$ cat config.mk
export PLATFORM = sky130hd
export DESIGN_NAME = lpc_codec
export DESIGN_NICKNAME = d
export VERILOG_FILES = /design/src/common/lpc_pkg.sv /design/src/hw/lpc_codec.sv /design/src/hw/lpc_pkt_mem.sv
export SDC_FILE = /design/constraint.sdc
export NUM_CORES = 1
export LEC_CHECK = 0
export ABC_CLOCK_PERIOD_IN_PS = 2220
export BUFFER_PORTS_ARGS = -buffer_cell sky130_fd_sc_hd__buf_2
export CORE_MARGIN = 8
export CORE_UTILIZATION = 43
export CTS_BUF_LIST = sky130_fd_sc_hd__clkbuf_8
export CTS_CLUSTER_DIAMETER = 150
export DETAILED_ROUTE_END_ITERATION = 12
export GPL_TIMING_DRIVEN = 1
export PLACE_DENSITY_LB_ADDON = 0.2
export SLEW_MARGIN = 0
export SYNTH_ARGS = -nofsm -noshare
export SYNTH_HDL_FRONTEND = slang
export SYNTH_HIERARCHICAL = 1
export SYNTH_SLANG_ARGS = --single-unit
$ cat constraint.sdc
create_clock -name clk -period 2.22 [get_ports clk]
set_clock_uncertainty 0.1 [all_clocks]
set_input_delay 0.111 -clock clk [delete_from_list [all_inputs] [get_ports clk]]
set_output_delay 0.111 -clock clk [all_outputs]
set_load 0.1 [all_outputs]
$ cat src/common/lpc_pkg.sv
// What this block does
// upstream request tag is our own
// host group tag is zero or clumped peers
// upstream reply tag and bridge flag per routing
// downstream reply: responder tag, bridge flag set
// bounced peer traffic is two separate transactions
// resync pattern is all ones everywhere
// resync by 16 ones bit-times or 4 commands
// narrow links need 2x or 4x ones
// stop checking crc once resync received
// keep sending resync until link reset
// command bit 2 selects byte or doubleword
// address bits 39:2 in bit-times 3 to 7
// count 0..15 means 1..16 ascending doublewords
// doubleword requests never cross 64-byte blocks
// mask bit 0 is the lowest byte
// byte reads stay within one doubleword
// zero-mask read still acts and gets reply
// byte writes stay within 32-byte region
// address 4:2 picks first doubleword in region
// byte write count includes mask doubleword
// byte write count nonzero except messages
// unsent masks zero, zero masks still act
// posted requests carry data error and chain
`default_nettype none
package lpc_pkg;
  // register byte offsets
  localparam logic [7:0] REG_CTRL    = 8'h00;
  localparam logic [7:0] REG_TAG     = 8'h04;
  localparam logic [7:0] REG_CMD     = 8'h08;
  localparam logic [7:0] REG_ADDR_LO = 8'h0c;
  localparam logic [7:0] REG_ADDR_HI = 8'h10;
  localparam logic [7:0] REG_STATUS  = 8'h14;
  localparam logic [7:0] REG_RXINFO  = 8'h18;
  localparam logic [7:0] REG_RXPKT0  = 8'h20;
  localparam logic [7:0] REG_RXPKT1  = 8'h24;
  // control register fields
  localparam int CTRL_GO   = 0;
  localparam int CTRL_SYNC = 1;
  localparam int CTRL_RSP  = 2;
  localparam int CTRL_PEER = 3;
  localparam int CTRL_WID  = 4;
  // tag register fields
  localparam int TAG_OWN   = 0;
  localparam int TAG_CLUMP = 5;
  // command register fields
  localparam int CR_CMD    = 0;
  localparam int CR_CNT    = 6;
  localparam int CR_SEQ    = 10;
  localparam int CR_PASS_POSTED_FLAG = 14;
  localparam int CR_COMPAT = 15;
  localparam int CR_DERR   = 16;
  localparam int CR_CHAIN  = 17;
  localparam int CR_STAG   = 18;
  localparam int CR_RTAG   = 23;
  localparam int CR_W      = 28;
  // reset values
  localparam logic [3:0]      CTRL_RST = 4'h0;
  localparam logic [9:0]      TAG_RST  = 10'h000;
  localparam logic [CR_W-1:0] CMD_RST  = 28'h0000000;
  // status sticky flags, write one to clear
  localparam int ST_PKT     = 0;
  localparam int ST_TAGERR  = 1;
  localparam int ST_BOUND   = 2;
  localparam int ST_ZMASK   = 3;
  localparam int ST_BRIDGE  = 4;
  localparam int ST_EMPTYBW = 5;
  localparam int ST_PEER    = 6;
  localparam int ST_N       = 7;
  localparam int ST_FLAGS   = 3;
  // packet encoding
  localparam logic [5:0] CMD_SYNC   = 6'h3f;
  localparam int         CMD_COH    = 0;
  localparam int         CMD_DWORD  = 2;
  localparam int         CMD_POSTED = 5;
  localparam int         RSP_BRIDGE = 6;
  localparam logic [7:0] ALL_ONES   = 8'hff;
  localparam logic [3:0] LEN_REQ    = 4'h8;
  localparam logic [3:0] LEN_SHORT  = 4'h4;
  // resync detection thresholds
  localparam logic [6:0] SYNC_ONES  = 7'h10;
  localparam logic [2:0] SYNC_CMDS  = 3'h4;
  // boundary limits in doublewords
  localparam logic [4:0] DW_BLK_LAST = 5'h0f;
  localparam logic [4:0] BW_REG_LAST = 5'h07;
  typedef enum logic [1:0] {
    TX_IDLE = 2'b00,
    TX_SEND = 2'b01,
    TX_SYNC = 2'b10
  } lpc_tx_st_t;
endpackage
`default_nettype wire

$ cat src/hw/lpc_codec.sv
// Added by the designer: the AHB-Lite slave port and the placing of the registers.
`timescale 1ns/1ns
`default_nettype none
module lpc_codec (
  input  wire logic        clk,
  input  wire logic        rst_b,
  input  wire logic        ce,
  input  wire logic        hsel,
  input  wire logic [31:0] haddr,
  input  wire logic [1:0]  htrans,
  input  wire logic        hwrite,
  input  wire logic [2:0]  hsize,
  input  wire logic [31:0] hwdata,
  input  wire logic        hready,
  output logic             hreadyout,
  output logic             hresp,
  output logic      [31:0] hrdata,
  input  wire logic        link_clk_in,
  input  wire logic        link_rst_b_in,
  input  wire logic [7:0]  rx_cad,
  input  wire logic        rx_ctl,
  output logic      [7:0]  tx_cad,
  output logic             tx_ctl,
  output logic             crc_check_en,
  output logic             rx_req_valid,
  output logic             rx_req_coherent,
  output logic      [4:0]  rx_reply_dwords
);
  ////////////////////////////////////////////////////////////////////////
  // pin synchronisers
  logic       lclk_s1, lclk_s2, lclk_s3;
  logic       lrst_s1, lrst_s2;
  logic [7:0] cad_s1, cad_s2;
  logic       ctl_s1, ctl_s2;

  // first stages are read only by second stages
  always_ff @(posedge clk or negedge rst_b) begin
    if (!rst_b) begin
      {lclk_s1, lclk_s2, lclk_s3} <= 3'b000;
      {lrst_s1, lrst_s2}          <= 2'b00;
      {cad_s1, cad_s2}            <= 16'h0000;
      {ctl_s1, ctl_s2}            <= 2'b00;
    end else if (ce) begin
      {lclk_s1, lclk_s2, lclk_s3} <= {link_clk_in, lclk_s1, lclk_s2};
      {lrst_s1, lrst_s2}          <= {link_rst_b_in, lrst_s1};
      {cad_s1, cad_s2}            <= {rx_cad, cad_s1};
      {ctl_s1, ctl_s2}            <= {rx_ctl, ctl_s1};
    end
  end

  // link is double data rate: each edge is one bit-time
  wire bt_tick  = lclk_s2 ^ lclk_s3;
  wire link_up  = lrst_s2;

  ////////////////////////////////////////////////////////////////////////
  // ahb-lite slave, one wait state so read data comes from a flop
  logic       dph_q, ack_q, wr_q;
  logic [7:0] addr_q;
  wire        accept  = hsel & htrans[1] & hready;
  wire        wr_en   = dph_q & ~ack_q & wr_q;
  wire        rd_en   = dph_q & ~ack_q & ~wr_q;
  wire        sel_ctrl = addr_q == lpc_pkg::REG_CTRL;
  wire        sel_tag  = addr_q == lpc_pkg::REG_TAG;
  wire        sel_cmd  = addr_q == lpc_pkg::REG_CMD;
  wire        sel_alo  = addr_q == lpc_pkg::REG_ADDR_LO;
  wire        sel_ahi  = addr_q == lpc_pkg::REG_ADDR_HI;
  wire        sel_stat = addr_q == lpc_pkg::REG_STATUS;
  wire        sel_info = addr_q == lpc_pkg::REG_RXINFO;
  wire        sel_pkt  = (addr_q == lpc_pkg::REG_RXPKT0) | (addr_q == lpc_pkg::REG_RXPKT1);

  assign hreadyout = ~dph_q | ack_q;
  assign hresp     = 1'b0;

  // only whole-word accesses are expected, hsize is not checked
  always_ff @(posedge clk or negedge rst_b) begin
    if (!rst_b) begin
      dph_q  <= 1'b0;
      ack_q  <= 1'b0;
      wr_q   <= 1'b0;
      addr_q <= 8'h00;
    end else if (ce) begin
      ack_q <= dph_q & ~ack_q;
      if (accept) begin
        dph_q  <= 1'b1;
        wr_q   <= hwrite;
        addr_q <= haddr[7:0];
      end else if (ack_q) begin
        dph_q <= 1'b0;
      end
    end
  end

  ////////////////////////////////////////////////////////////////////////
  // software registers
  logic [3:0]              ctrl_q;
  logic [9:0]              tag_q;
  logic [lpc_pkg::CR_W-1:0] cmdr_q;
  logic [29:0]             alo_q;
  logic [7:0]              ahi_q;
  wire  tx_go     = wr_en & sel_ctrl & hwdata[lpc_pkg::CTRL_GO];
  wire  sync_go   = wr_en & sel_ctrl & hwdata[lpc_pkg::CTRL_SYNC];
  wire  rsp_mode  = ctrl_q[0];
  wire  peer_mode = ctrl_q[1];
  wire  [1:0] lwid = ctrl_q[3:2];
  wire  [4:0] own_tag   = tag_q[4:0];
  wire  [4:0] clump_lim = tag_q[9:5];

  // go bits are pulses and are not stored
  always_ff @(posedge clk or negedge rst_b) begin
    if (!rst_b) begin
      ctrl_q <= lpc_pkg::CTRL_RST;
      tag_q  <= lpc_pkg::TAG_RST;
      cmdr_q <= lpc_pkg::CMD_RST;
      alo_q  <= 30'h00000000;
      ahi_q  <= 8'h00;
    end else if (ce && wr_en) begin
      if (sel_ctrl) ctrl_q <= hwdata[lpc_pkg::CTRL_WID+1:lpc_pkg::CTRL_RSP];
      if (sel_tag)  tag_q  <= hwdata[9:0];
      if (sel_cmd)  cmdr_q <= hwdata[lpc_pkg::CR_W-1:0];
      if (sel_alo)  alo_q  <= hwdata[31:2];
      if (sel_ahi)  ahi_q  <= hwdata[7:0];
    end
  end

  ////////////////////////////////////////////////////////////////////////
  // transmit byte builder
  wire [5:0] c_cmd  = cmdr_q[lpc_pkg::CR_CMD+:6];
  wire [3:0] c_cnt  = cmdr_q[lpc_pkg::CR_CNT+:4];
  wire [3:0] c_seq  = cmdr_q[lpc_pkg::CR_SEQ+:4];
  wire [4:0] c_stag = cmdr_q[lpc_pkg::CR_STAG+:5];
  wire [4:0] c_rtag = cmdr_q[lpc_pkg::CR_RTAG+:5];
  wire       c_pw   = cmdr_q[lpc_pkg::CR_PASS_POSTED_FLAG];
  wire       c_post = c_cmd[lpc_pkg::CMD_POSTED];
  // bounced reply names us, peer-routed reply names requester
  wire [4:0] rsp_tag = peer_mode ? c_rtag : own_tag;
  wire       rsp_brg = peer_mode;
  wire [2:0] b2_low  = c_stag[2:0];
  wire [1:0] b2_mid  = c_post ? {cmdr_q[lpc_pkg::CR_DERR], cmdr_q[lpc_pkg::CR_CHAIN]}
                              : c_stag[4:3];
  wire [7:0] tx_b [8];

  // device only talks upstream; bounced peer traffic goes via host
  assign tx_b[0] = {c_seq[3:2], c_cmd};
  assign tx_b[1] = rsp_mode ? {c_pw, rsp_brg, 1'b0, rsp_tag}
                            : {c_pw, c_seq[1:0], own_tag};
  assign tx_b[2] = rsp_mode ? {3'b000, c_stag}
                            : {c_cnt[1:0], cmdr_q[lpc_pkg::CR_COMPAT], b2_mid, b2_low};
  assign tx_b[3] = rsp_mode ? 8'h00 : {alo_q[5:0], c_cnt[3:2]};
  assign tx_b[4] = alo_q[13:6];
  assign tx_b[5] = alo_q[21:14];
  assign tx_b[6] = alo_q[29:22];
  assign tx_b[7] = ahi_q;

  ////////////////////////////////////////////////////////////////////////
  // transmit sequencer
  lpc_pkg::lpc_tx_st_t tx_st_q;
  logic [3:0] tx_bt_q, tx_len_q;
  wire        tx_last = tx_bt_q == tx_len_q - 4'h1;

  // resync once started holds the link until link reset
  always_ff @(posedge clk or negedge rst_b) begin
    if (!rst_b) begin
      tx_st_q  <= lpc_pkg::TX_IDLE;
      tx_bt_q  <= 4'h0;
      tx_len_q <= lpc_pkg::LEN_REQ;
    end else if (ce) begin
      unique case (tx_st_q)
        lpc_pkg::TX_IDLE: begin
          tx_bt_q <= 4'h0;
          if (sync_go && link_up) begin
            tx_st_q <= lpc_pkg::TX_SYNC;
          end else if (tx_go && link_up) begin
            tx_st_q  <= lpc_pkg::TX_SEND;
            tx_len_q <= hwdata[lpc_pkg::CTRL_RSP] ? lpc_pkg::LEN_SHORT : lpc_pkg::LEN_REQ;
          end
        end
        lpc_pkg::TX_SEND: begin
          if (!link_up) begin
            tx_st_q <= lpc_pkg::TX_IDLE;
          end else if (sync_go) begin
            tx_st_q <= lpc_pkg::TX_SYNC;
          end else if (bt_tick) begin
            tx_bt_q <= tx_bt_q + 4'h1;
            if (tx_last) tx_st_q <= lpc_pkg::TX_IDLE;
          end
        end
        lpc_pkg::TX_SYNC: begin
          if (!link_up) tx_st_q <= lpc_pkg::TX_IDLE;
        end
        default: tx_st_q <= lpc_pkg::TX_IDLE;
      endcase
    end
  end

  // pins change only on link bit-times or link reset
  always_ff @(posedge clk or negedge rst_b) begin
    if (!rst_b) begin
      tx_cad <= 8'h00;
      tx_ctl <= 1'b0;
    end else if (ce && (bt_tick || !link_up)) begin
      tx_ctl <= link_up & (tx_st_q != lpc_pkg::TX_IDLE);
      unique case (tx_st_q)
        lpc_pkg::TX_SYNC: tx_cad <= lpc_pkg::ALL_ONES;
        lpc_pkg::TX_SEND: tx_cad <= tx_b[tx_bt_q[2:0]];
        default:          tx_cad <= 8'h00;
      endcase
    end
  end

  ////////////////////////////////////////////////////////////////////////
  // receive packet capture
  logic [3:0] rx_bt_q, rx_len_q;
  logic [5:0] r_cmd_q, r_alo_q;
  logic [4:0] r_tag_q;
  logic [3:0] r_cnt_q;
  logic       r_brg_q, rx_done_q;
  wire        rx_take  = bt_tick & ctl_s2 & link_up;
  wire        rx_first = rx_bt_q == 4'h0;
  wire [5:0]  new_cmd  = cad_s2[5:0];
  wire        new_long = (new_cmd[5:4] == 2'b01) | (new_cmd[4:3] == 2'b01);

  // a dropped control strobe mid-packet abandons it
  always_ff @(posedge clk or negedge rst_b) begin
    if (!rst_b) begin
      rx_bt_q   <= 4'h0;
      rx_len_q  <= lpc_pkg::LEN_SHORT;
      r_cmd_q   <= 6'h00;
      r_tag_q   <= 5'h00;
      r_cnt_q   <= 4'h0;
      r_alo_q   <= 6'h00;
      r_brg_q   <= 1'b0;
      rx_done_q <= 1'b0;
    end else if (ce) begin
      rx_done_q <= rx_take & (rx_first ? new_long == 1'b0 && lpc_pkg::LEN_SHORT == 4'h1
                                       : rx_bt_q == rx_len_q - 4'h1);
      if (bt_tick && !ctl_s2) rx_bt_q <= 4'h0;
      if (rx_take) begin
        rx_bt_q <= (!rx_first && rx_bt_q == rx_len_q - 4'h1) ? 4'h0 : rx_bt_q + 4'h1;
        unique case (rx_bt_q)
          4'h0: begin
            r_cmd_q  <= new_cmd;
            rx_len_q <= new_long ? lpc_pkg::LEN_REQ : lpc_pkg::LEN_SHORT;
          end
          4'h1: begin
            r_tag_q <= cad_s2[4:0];
            r_brg_q <= cad_s2[lpc_pkg::RSP_BRIDGE];
          end
          4'h2: r_cnt_q[1:0] <= cad_s2[7:6];
          4'h3: {r_alo_q, r_cnt_q[3:2]} <= cad_s2;
          default: ;
        endcase
      end
    end
  end

  logic [31:0] mem_rdata;
  lpc_pkt_mem u_mem (
    .clk   (clk),
    .rst_b (rst_b),
    .ce    (ce),
    .we    (rx_take),
    .waddr (rx_bt_q[2:0]),
    .wdata (cad_s2),
    .re    (accept),
    .raddr (haddr[2]),
    .rdata (mem_rdata)
  );

  ////////////////////////////////////////////////////////////////////////
  // receive decode and checks, valid in the cycle after the last byte
  wire       is_sync = r_cmd_q == lpc_pkg::CMD_SYNC;
  wire       is_rd   = r_cmd_q[5:4] == 2'b01;
  wire       is_wr   = r_cmd_q[4:3] == 2'b01;
  wire       is_rsp  = (r_cmd_q[5:4] == 2'b11) & ~is_sync;
  wire       is_dw   = r_cmd_q[lpc_pkg::CMD_DWORD];
  wire       in_grp  = r_tag_q <= clump_lim;
  wire [4:0] dw_end  = {1'b0, r_alo_q[3:0]} + {1'b0, r_cnt_q};
  wire [4:0] bw_end  = {2'b00, r_alo_q[2:0]} + {1'b0, r_cnt_q} - 5'h01;
  wire       dw_err  = (is_rd | is_wr) & is_dw & (dw_end > lpc_pkg::DW_BLK_LAST);
  wire       bw_err  = is_wr & ~is_dw & (r_cnt_q != 4'h0) & (bw_end > lpc_pkg::BW_REG_LAST);
  wire       bw_empty = is_wr & ~is_dw & (r_cnt_q == 4'h0);
  wire       zmask   = is_rd & ~is_dw & (r_cnt_q == 4'h0);
  wire       req_any = is_rd | is_wr;
  wire [lpc_pkg::ST_N-1:0] st_set;
  // a byte read is one doubleword by construction, so it never splits
  assign st_set[lpc_pkg::ST_PKT]     = rx_done_q;
  assign st_set[lpc_pkg::ST_TAGERR]  = rx_done_q & is_rsp & ~in_grp;
  assign st_set[lpc_pkg::ST_BOUND]   = rx_done_q & (dw_err | bw_err);
  assign st_set[lpc_pkg::ST_ZMASK]   = rx_done_q & zmask;
  assign st_set[lpc_pkg::ST_BRIDGE]  = rx_done_q & is_rsp & ~r_brg_q;
  assign st_set[lpc_pkg::ST_EMPTYBW] = rx_done_q & bw_empty;
  assign st_set[lpc_pkg::ST_PEER]    = rx_done_q & req_any & ~in_grp;

  // reads are handed on, zero-mask ones too, with their reply size
  always_ff @(posedge clk or negedge rst_b) begin
    if (!rst_b) begin
      rx_req_valid    <= 1'b0;
      rx_req_coherent <= 1'b0;
      rx_reply_dwords <= 5'h00;
    end else if (ce) begin
      rx_req_valid <= rx_done_q & is_rd;
      if (rx_done_q && is_rd) begin
        rx_req_coherent <= r_cmd_q[lpc_pkg::CMD_COH];
        rx_reply_dwords <= is_dw ? {1'b0, r_cnt_q} + 5'h01 : 5'h01;
      end
    end
  end

  ////////////////////////////////////////////////////////////////////////
  // resync detection and crc shutdown
  logic [6:0] ones_q;
  logic [2:0] sync_cmds_q;
  logic       sync_seen_q, crc_off_q;
  wire        lane_ones = (lwid == 2'b00) ? &cad_s2 :
                          (lwid == 2'b01) ? &cad_s2[3:0] : &cad_s2[1:0];
  wire [6:0]  ones_thr  = (lwid == 2'b00) ? lpc_pkg::SYNC_ONES :
                          (lwid == 2'b01) ? {lpc_pkg::SYNC_ONES[5:0], 1'b0}
                                          : {lpc_pkg::SYNC_ONES[4:0], 2'b00};
  wire        sync_hit  = (ones_q >= ones_thr) | (sync_cmds_q >= lpc_pkg::SYNC_CMDS);

  // counters saturate; every link width accepts either the ones count or the command count
  always_ff @(posedge clk or negedge rst_b) begin
    if (!rst_b) begin
      ones_q      <= 7'h00;
      sync_cmds_q <= 3'h0;
      {sync_seen_q, crc_off_q} <= 2'b00;
      crc_check_en <= 1'b0;
    end else if (ce) begin
      if (!link_up) begin
        ones_q      <= 7'h00;
        sync_cmds_q <= 3'h0;
        {sync_seen_q, crc_off_q} <= 2'b00;
      end else begin
        if (bt_tick) begin
          ones_q <= !lane_ones ? 7'h00 : (&ones_q ? ones_q : ones_q + 7'h01);
        end
        if (rx_done_q) begin
          sync_cmds_q <= !is_sync ? 3'h0 :
                         (sync_cmds_q == lpc_pkg::SYNC_CMDS ? sync_cmds_q : sync_cmds_q + 3'h1);
        end
        if (sync_hit) sync_seen_q <= 1'b1;
        if (rx_done_q && is_sync) crc_off_q <= 1'b1;
      end
      crc_check_en <= link_up & ~crc_off_q & ~sync_seen_q & ~(rx_done_q & is_sync);
    end
  end

  ////////////////////////////////////////////////////////////////////////
  // status flags and read mux
  logic [lpc_pkg::ST_N-1:0] stat_q;
  wire  [lpc_pkg::ST_N-1:0] st_clr = (wr_en & sel_stat)
                                     ? hwdata[lpc_pkg::ST_FLAGS+:lpc_pkg::ST_N]
                                     : {lpc_pkg::ST_N{1'b0}};

  // set beats clear so a packet in the clear cycle is not lost
  always_ff @(posedge clk or negedge rst_b) begin
    if (!rst_b) begin
      stat_q <= {lpc_pkg::ST_N{1'b0}};
    end else if (ce) begin
      stat_q <= (stat_q & ~st_clr) | st_set;
    end
  end

  wire [31:0] rd_stat = {22'h000000, stat_q, tx_st_q == lpc_pkg::TX_SYNC,
                         sync_seen_q, tx_st_q == lpc_pkg::TX_SEND};
  wire [31:0] rd_info = {7'h00, sync_cmds_q, r_brg_q, r_alo_q, r_cnt_q, r_tag_q, r_cmd_q};
  wire [31:0] rd_mux  = sel_ctrl ? {26'h0000000, ctrl_q, 2'b00} :
                        sel_tag  ? {22'h000000, tag_q} :
                        sel_cmd  ? {4'h0, cmdr_q} :
                        sel_alo  ? {alo_q, 2'b00} :
                        sel_ahi  ? {24'h000000, ahi_q} :
                        sel_stat ? rd_stat :
                        sel_info ? rd_info :
                        sel_pkt  ? mem_rdata : 32'h00000000;

  // read data loaded at the end of the wait state
  always_ff @(posedge clk or negedge rst_b) begin
    if (!rst_b) begin
      hrdata <= 32'h00000000;
    end else if (ce && rd_en) begin
      hrdata <= rd_mux;
    end
  end
endmodule
`default_nettype wire

$ cat src/hw/lpc_pkt_mem.sv
`timescale 1ns/1ns
`default_nettype none
// captured control packet, byte write port, word read port
module lpc_pkt_mem (
  input  wire logic       clk,
  input  wire logic       rst_b,
  input  wire logic       ce,
  input  wire logic       we,
  input  wire logic [2:0] waddr,
  input  wire logic [7:0] wdata,
  input  wire logic       re,
  input  wire logic       raddr,
  output logic      [31:0] rdata
);
  logic [7:0] mem_q [8];

  // storage has no reset, software reads after a packet flag
  always_ff @(posedge clk) begin
    if (ce && we) begin
      mem_q[waddr] <= wdata;
    end
  end

  // read data held in a register for the bus
  always_ff @(posedge clk or negedge rst_b) begin
    if (!rst_b) begin
      rdata <= 32'h00000000;
    end else if (ce && re) begin
      rdata <= {mem_q[{raddr, 2'b11}], mem_q[{raddr, 2'b10}],
                mem_q[{raddr, 2'b01}], mem_q[{raddr, 2'b00}]};
    end
  end
endmodule
`default_nettype wire

==> impl_metrics.json <==
{
  "htreeDepth": 2,
  "vias_per_cell": 5.72,
  "drt-initial-drc-count": 1078,
  "post-dp-hpwl_mm": 33.5,
  "synthFlopType": "dfrtp_1",
  "drc": 0,
  "fin_crit_sh": 0.971,
  "regToRegSetupSlack_ns": 0.06,
  "place_congestion": 0.885,
  "antennaDiodeCount": 0,
  "grt_antenna_before_repair": 0,
  "p_int_mw": 11.1,
  "final_common_cell": "dfrtp_1",
  "combinationalPowerShare": 0.306,
  "setup_viol": 0,
  "powerDensity_nw_per_um2": 977,
  "crit_fanout": 7,
  "irDropWorstVdd_uv": 951,
  "stdcell_count": 2007,
  "post-route-min-period_ns": 2.16,
  "tightest_slew_ns": 0.669,
  "worst_setup_path_end_kind": "register",
  "worstSetupPathType": "register to register",
  "hold_class": "primary input to register",
  "clockBufferDepth": 3,
  "finalWirelength_mm": 46.9,
  "via_count": 11480,
  "root_buffer": "clkbuf_8",
  "io_pins": 137,
  "syn_inst": 1257,
  "start_util": 0.436,
  "leakage_nw": 8.35,
  "status": "finished clean",
  "crit_required_ns": 2.62,
  "final-hold-violation-count": 0,
  "grtUsageTotal": 0.226,
  "yosys_warnings": 6,
  "grt_setup_unrepaired": "yes",
  "start_kind": "register",
  "timing.hold.ws_ns": 0.142,
  "die_w_um": 203,
  "syn-num-nets": 1374,
  "core_area_um2": 34500,
  "fmax_ghz": 0.464,
  "final_cell_mix": "246 x dfrtp_1, 120 x mux2_2, 106 x buf_2",
  "synth_edf_count": 64,
  "cp.arrival_ns": 2.56,
  "yosys.cell_types.count": 74,
  "switching_power_mw": 7.12,
  "firstDrtPassIters": 6,
  "drive_gt1_frac": 0.332,
  "wl_per_cell_um": 23.4,
  "fillers": 3066,
  "cts_inserted_buffers": 54,
  "drtAntennaViolNets": 0,
  "grt_pass1_vias": 11726,
  "slew_headroom": 0.552,
  "cpPeakStageDelay_ns": 0.39,
  "placementRows": 68,
  "synth-xor-area-share": 0.00465,
  "ys_ff_latch": 315,
  "path_cells": "buf_6, nor4_4, buf_4, nand3_4, nor3_4, buf_6, buf_6, mux2_4",
  "synthSimpleGateAreaFrac": 0.0873,
  "cts_sinks": 315,
  "cpMostUsedCell": "buf_6",
  "synth_top_family_by_area": "multiplexers",
  "p_total_mw": 18.2,
  "max_cap_viol_count": 0,
  "cts_tree": "done",
  "swShare": 0.392,
  "synth_compound_area_frac": 0.151,
  "die_area_um2": 41300,
  "clockPowerShare": 0.285,
  "slew_violations": 0,
  "portBuffers": 107,
  "synthMuxAreaShare": 0.152,
  "path_buf_inv": 4,
  "syn-cell-area_um2": 15100,
  "avgSynthCellArea_um2": 12.0,
  "dp_cells": 1847,
  "finalNetCount": 1627,
  "synth-seq-area-share": 0.545,
  "regArea_um2": 8210,
  "critical-path-top-delay-family": "buffers and inverters",
  "seqPwrFrac": 0.409,
  "multi_input_area_um2": 6560,
  "worst_path_max_delay_cell": "dfrtp_1",
  "synthArstFlopShare": 0.797,
  "tns_ns": 0,
  "dieHeight_um": 203,
  "final_util": 0.539,
  "grt_max_degree": 67,
  "grt_overflow_total": 0,
  "grt_pass1_wl_mm": 71.8,
  "syn_to_final_growth_pct": 23.6,
  "synth_fa_ha_area_frac": 0.0262,
  "clkSlewWorstSetupHoldPaths_ns": 0.06,
  "insertion_delay_ns": 0.63
}
## timing repair
action | 4_1_cts | 5_1_grt
hold buffers | 57 | 0
buffers inserted | 0 | 3
gates resized for setup | 5 | 44
gates cloned | 0 | 2
endpoints found under the setup margin | 21 | 104
pin swaps | 0 | 2
hold endpoints to repair | 387 | 0
## layer usage
layer | part of all wire | vias to the layer above | global-route usage | wire, µm
li1 | - | 5173 | - | -
met1 | 0.44 | 5747 | 0.313 | 20800
met2 | 0.45 | 464 | 0.341 | 21000
met3 | 0.070 | 96 | 0.0414 | 3270
met4 | 0.039 | 0 | 0.100 | 1830
met5 | 0 | - | 0 | 0
## power groups by stage
stage	clock network (mW)	logic (mW)	registers, mW
floorplan	0	2.07	9.07
global route	5.59	5.93	7.52
CTS	5.32	5.49	7.42
detailed placement	0	5.40	7.52
finish	5.19	5.56	7.44
global placement	0	5.34	7.49
## Yosys cell counts (4+ instances only)
master	n	area [µm²]
xor2_1	4	35.0
mux2i_1	55	551
a222oi_1	14	140
a31oi_1	6	37.5
buf_1	4	15.0
or4_1	4	30.0
xnor2_1	4	35.0
and2_1	6	37.5
o21ai_0	69	345
nor2_1	43	161
ha_1	30	375
or3_1	6	37.5
edfxtp_1	64	1920
nor3_1	14	70.1
o2bb2ai_1	6	52.6
buf_6	6	67.6
a21o_1	21	158
nand3_1	23	115
a22oi_1	10	75.1
buf_2	12	60.1
a22o_1	11	96.3
dfrtp_1	249	6230
o31ai_1	9	67.6
o22ai_1	7	43.8
a211oi_1	20	150
clkbuf_1	44	165
a21oi_2	30	263
a221oi_1	5	43.8
nor2b_1	10	62.6
nand2_1	87	327
a32o_1	4	40.0
buf_4	7	52.6
a32oi_1	5	43.8
mux2_2	134	1510
and3_1	4	25.0
a21oi_1	85	425
inv_1	41	154
nand4_1	4	25.0
o211ai_1	4	30.0
nand2b_1	31	194
mux4_2	9	203
## flip-flops by register name, summed over array words and instances, names as in the netlist, 8 cells and up
| signal | cells |
|---|---|
| alo_q | 30 |
| u_mem/rdata | 32 |
| cad_s1 | 8 |
| hrdata | 32 |
| tag_q | 10 |
| u_mem/mem_q | 64 |
| cad_s2 | 8 |
| ahi_q | 8 |
| tx_cad | 8 |
| cmdr_q | 28 |
| addr_q | 8 |
## path summary, 6_finish.rpt
check                           start  cells after the start     endpoint
min in group asynchronous       rst_b                      3    tx_cad[3]
min reg2reg                hrdata[16]                      1   hrdata[16]
max in group asynchronous       rst_b                      4  rx_len_q[2]
min                         rx_cad[7]                      3    cad_s1[7]
max reg2reg                 addr_q[5]                      8   cmdr_q[18]
max                         addr_q[5]                      8   cmdr_q[18]
## worst register-to-register path, stage by stage, from the launching register on
cell and delay, ns:
dfrtp_1 0.39, buf_6 0.14, nor4_4 0.26, buf_4 0.19
nand3_4 0.09, nor3_4 0.19, buf_6 0.16, buf_6 0.19
mux2_4 0.32
## kinds of logic (layout without fill, tap and decap cells)
kind of cell / after synthesis / in the layout
other: 1 / 1
AND/OR/NAND/NOR: 253 / 253
flip-flops: 315 / 315
multiplexers: 200 / 200
buffers and inverters: 114 / 409
adder cells (fa/ha/maj): 31 / 31
XOR/XNOR: 8 / 8
AO/OA/AOI/OAI: 335 / 335
## through the flow
stage	instance area [µm²]	worst slack, ns
after global placement	16800	-0.0136
final	18600	0.0639
after detailed placement	16800	-0.0860
after global routing	18600	-0.0154
after CTS	18400	0.00302
after floorplan	15100	-0.120
## final cells by class
cell class	count	share of cell area
clock inverters	41	0.0142
multi-input cells	828	0.352
well taps	455	0.0306
clock buffers	57	0.0421
flip-flops and latches	315	0.441
repair buffers	270	0.112
inverters	41	0.00846
Note: power is estimated with default switching activity, not from simulation.
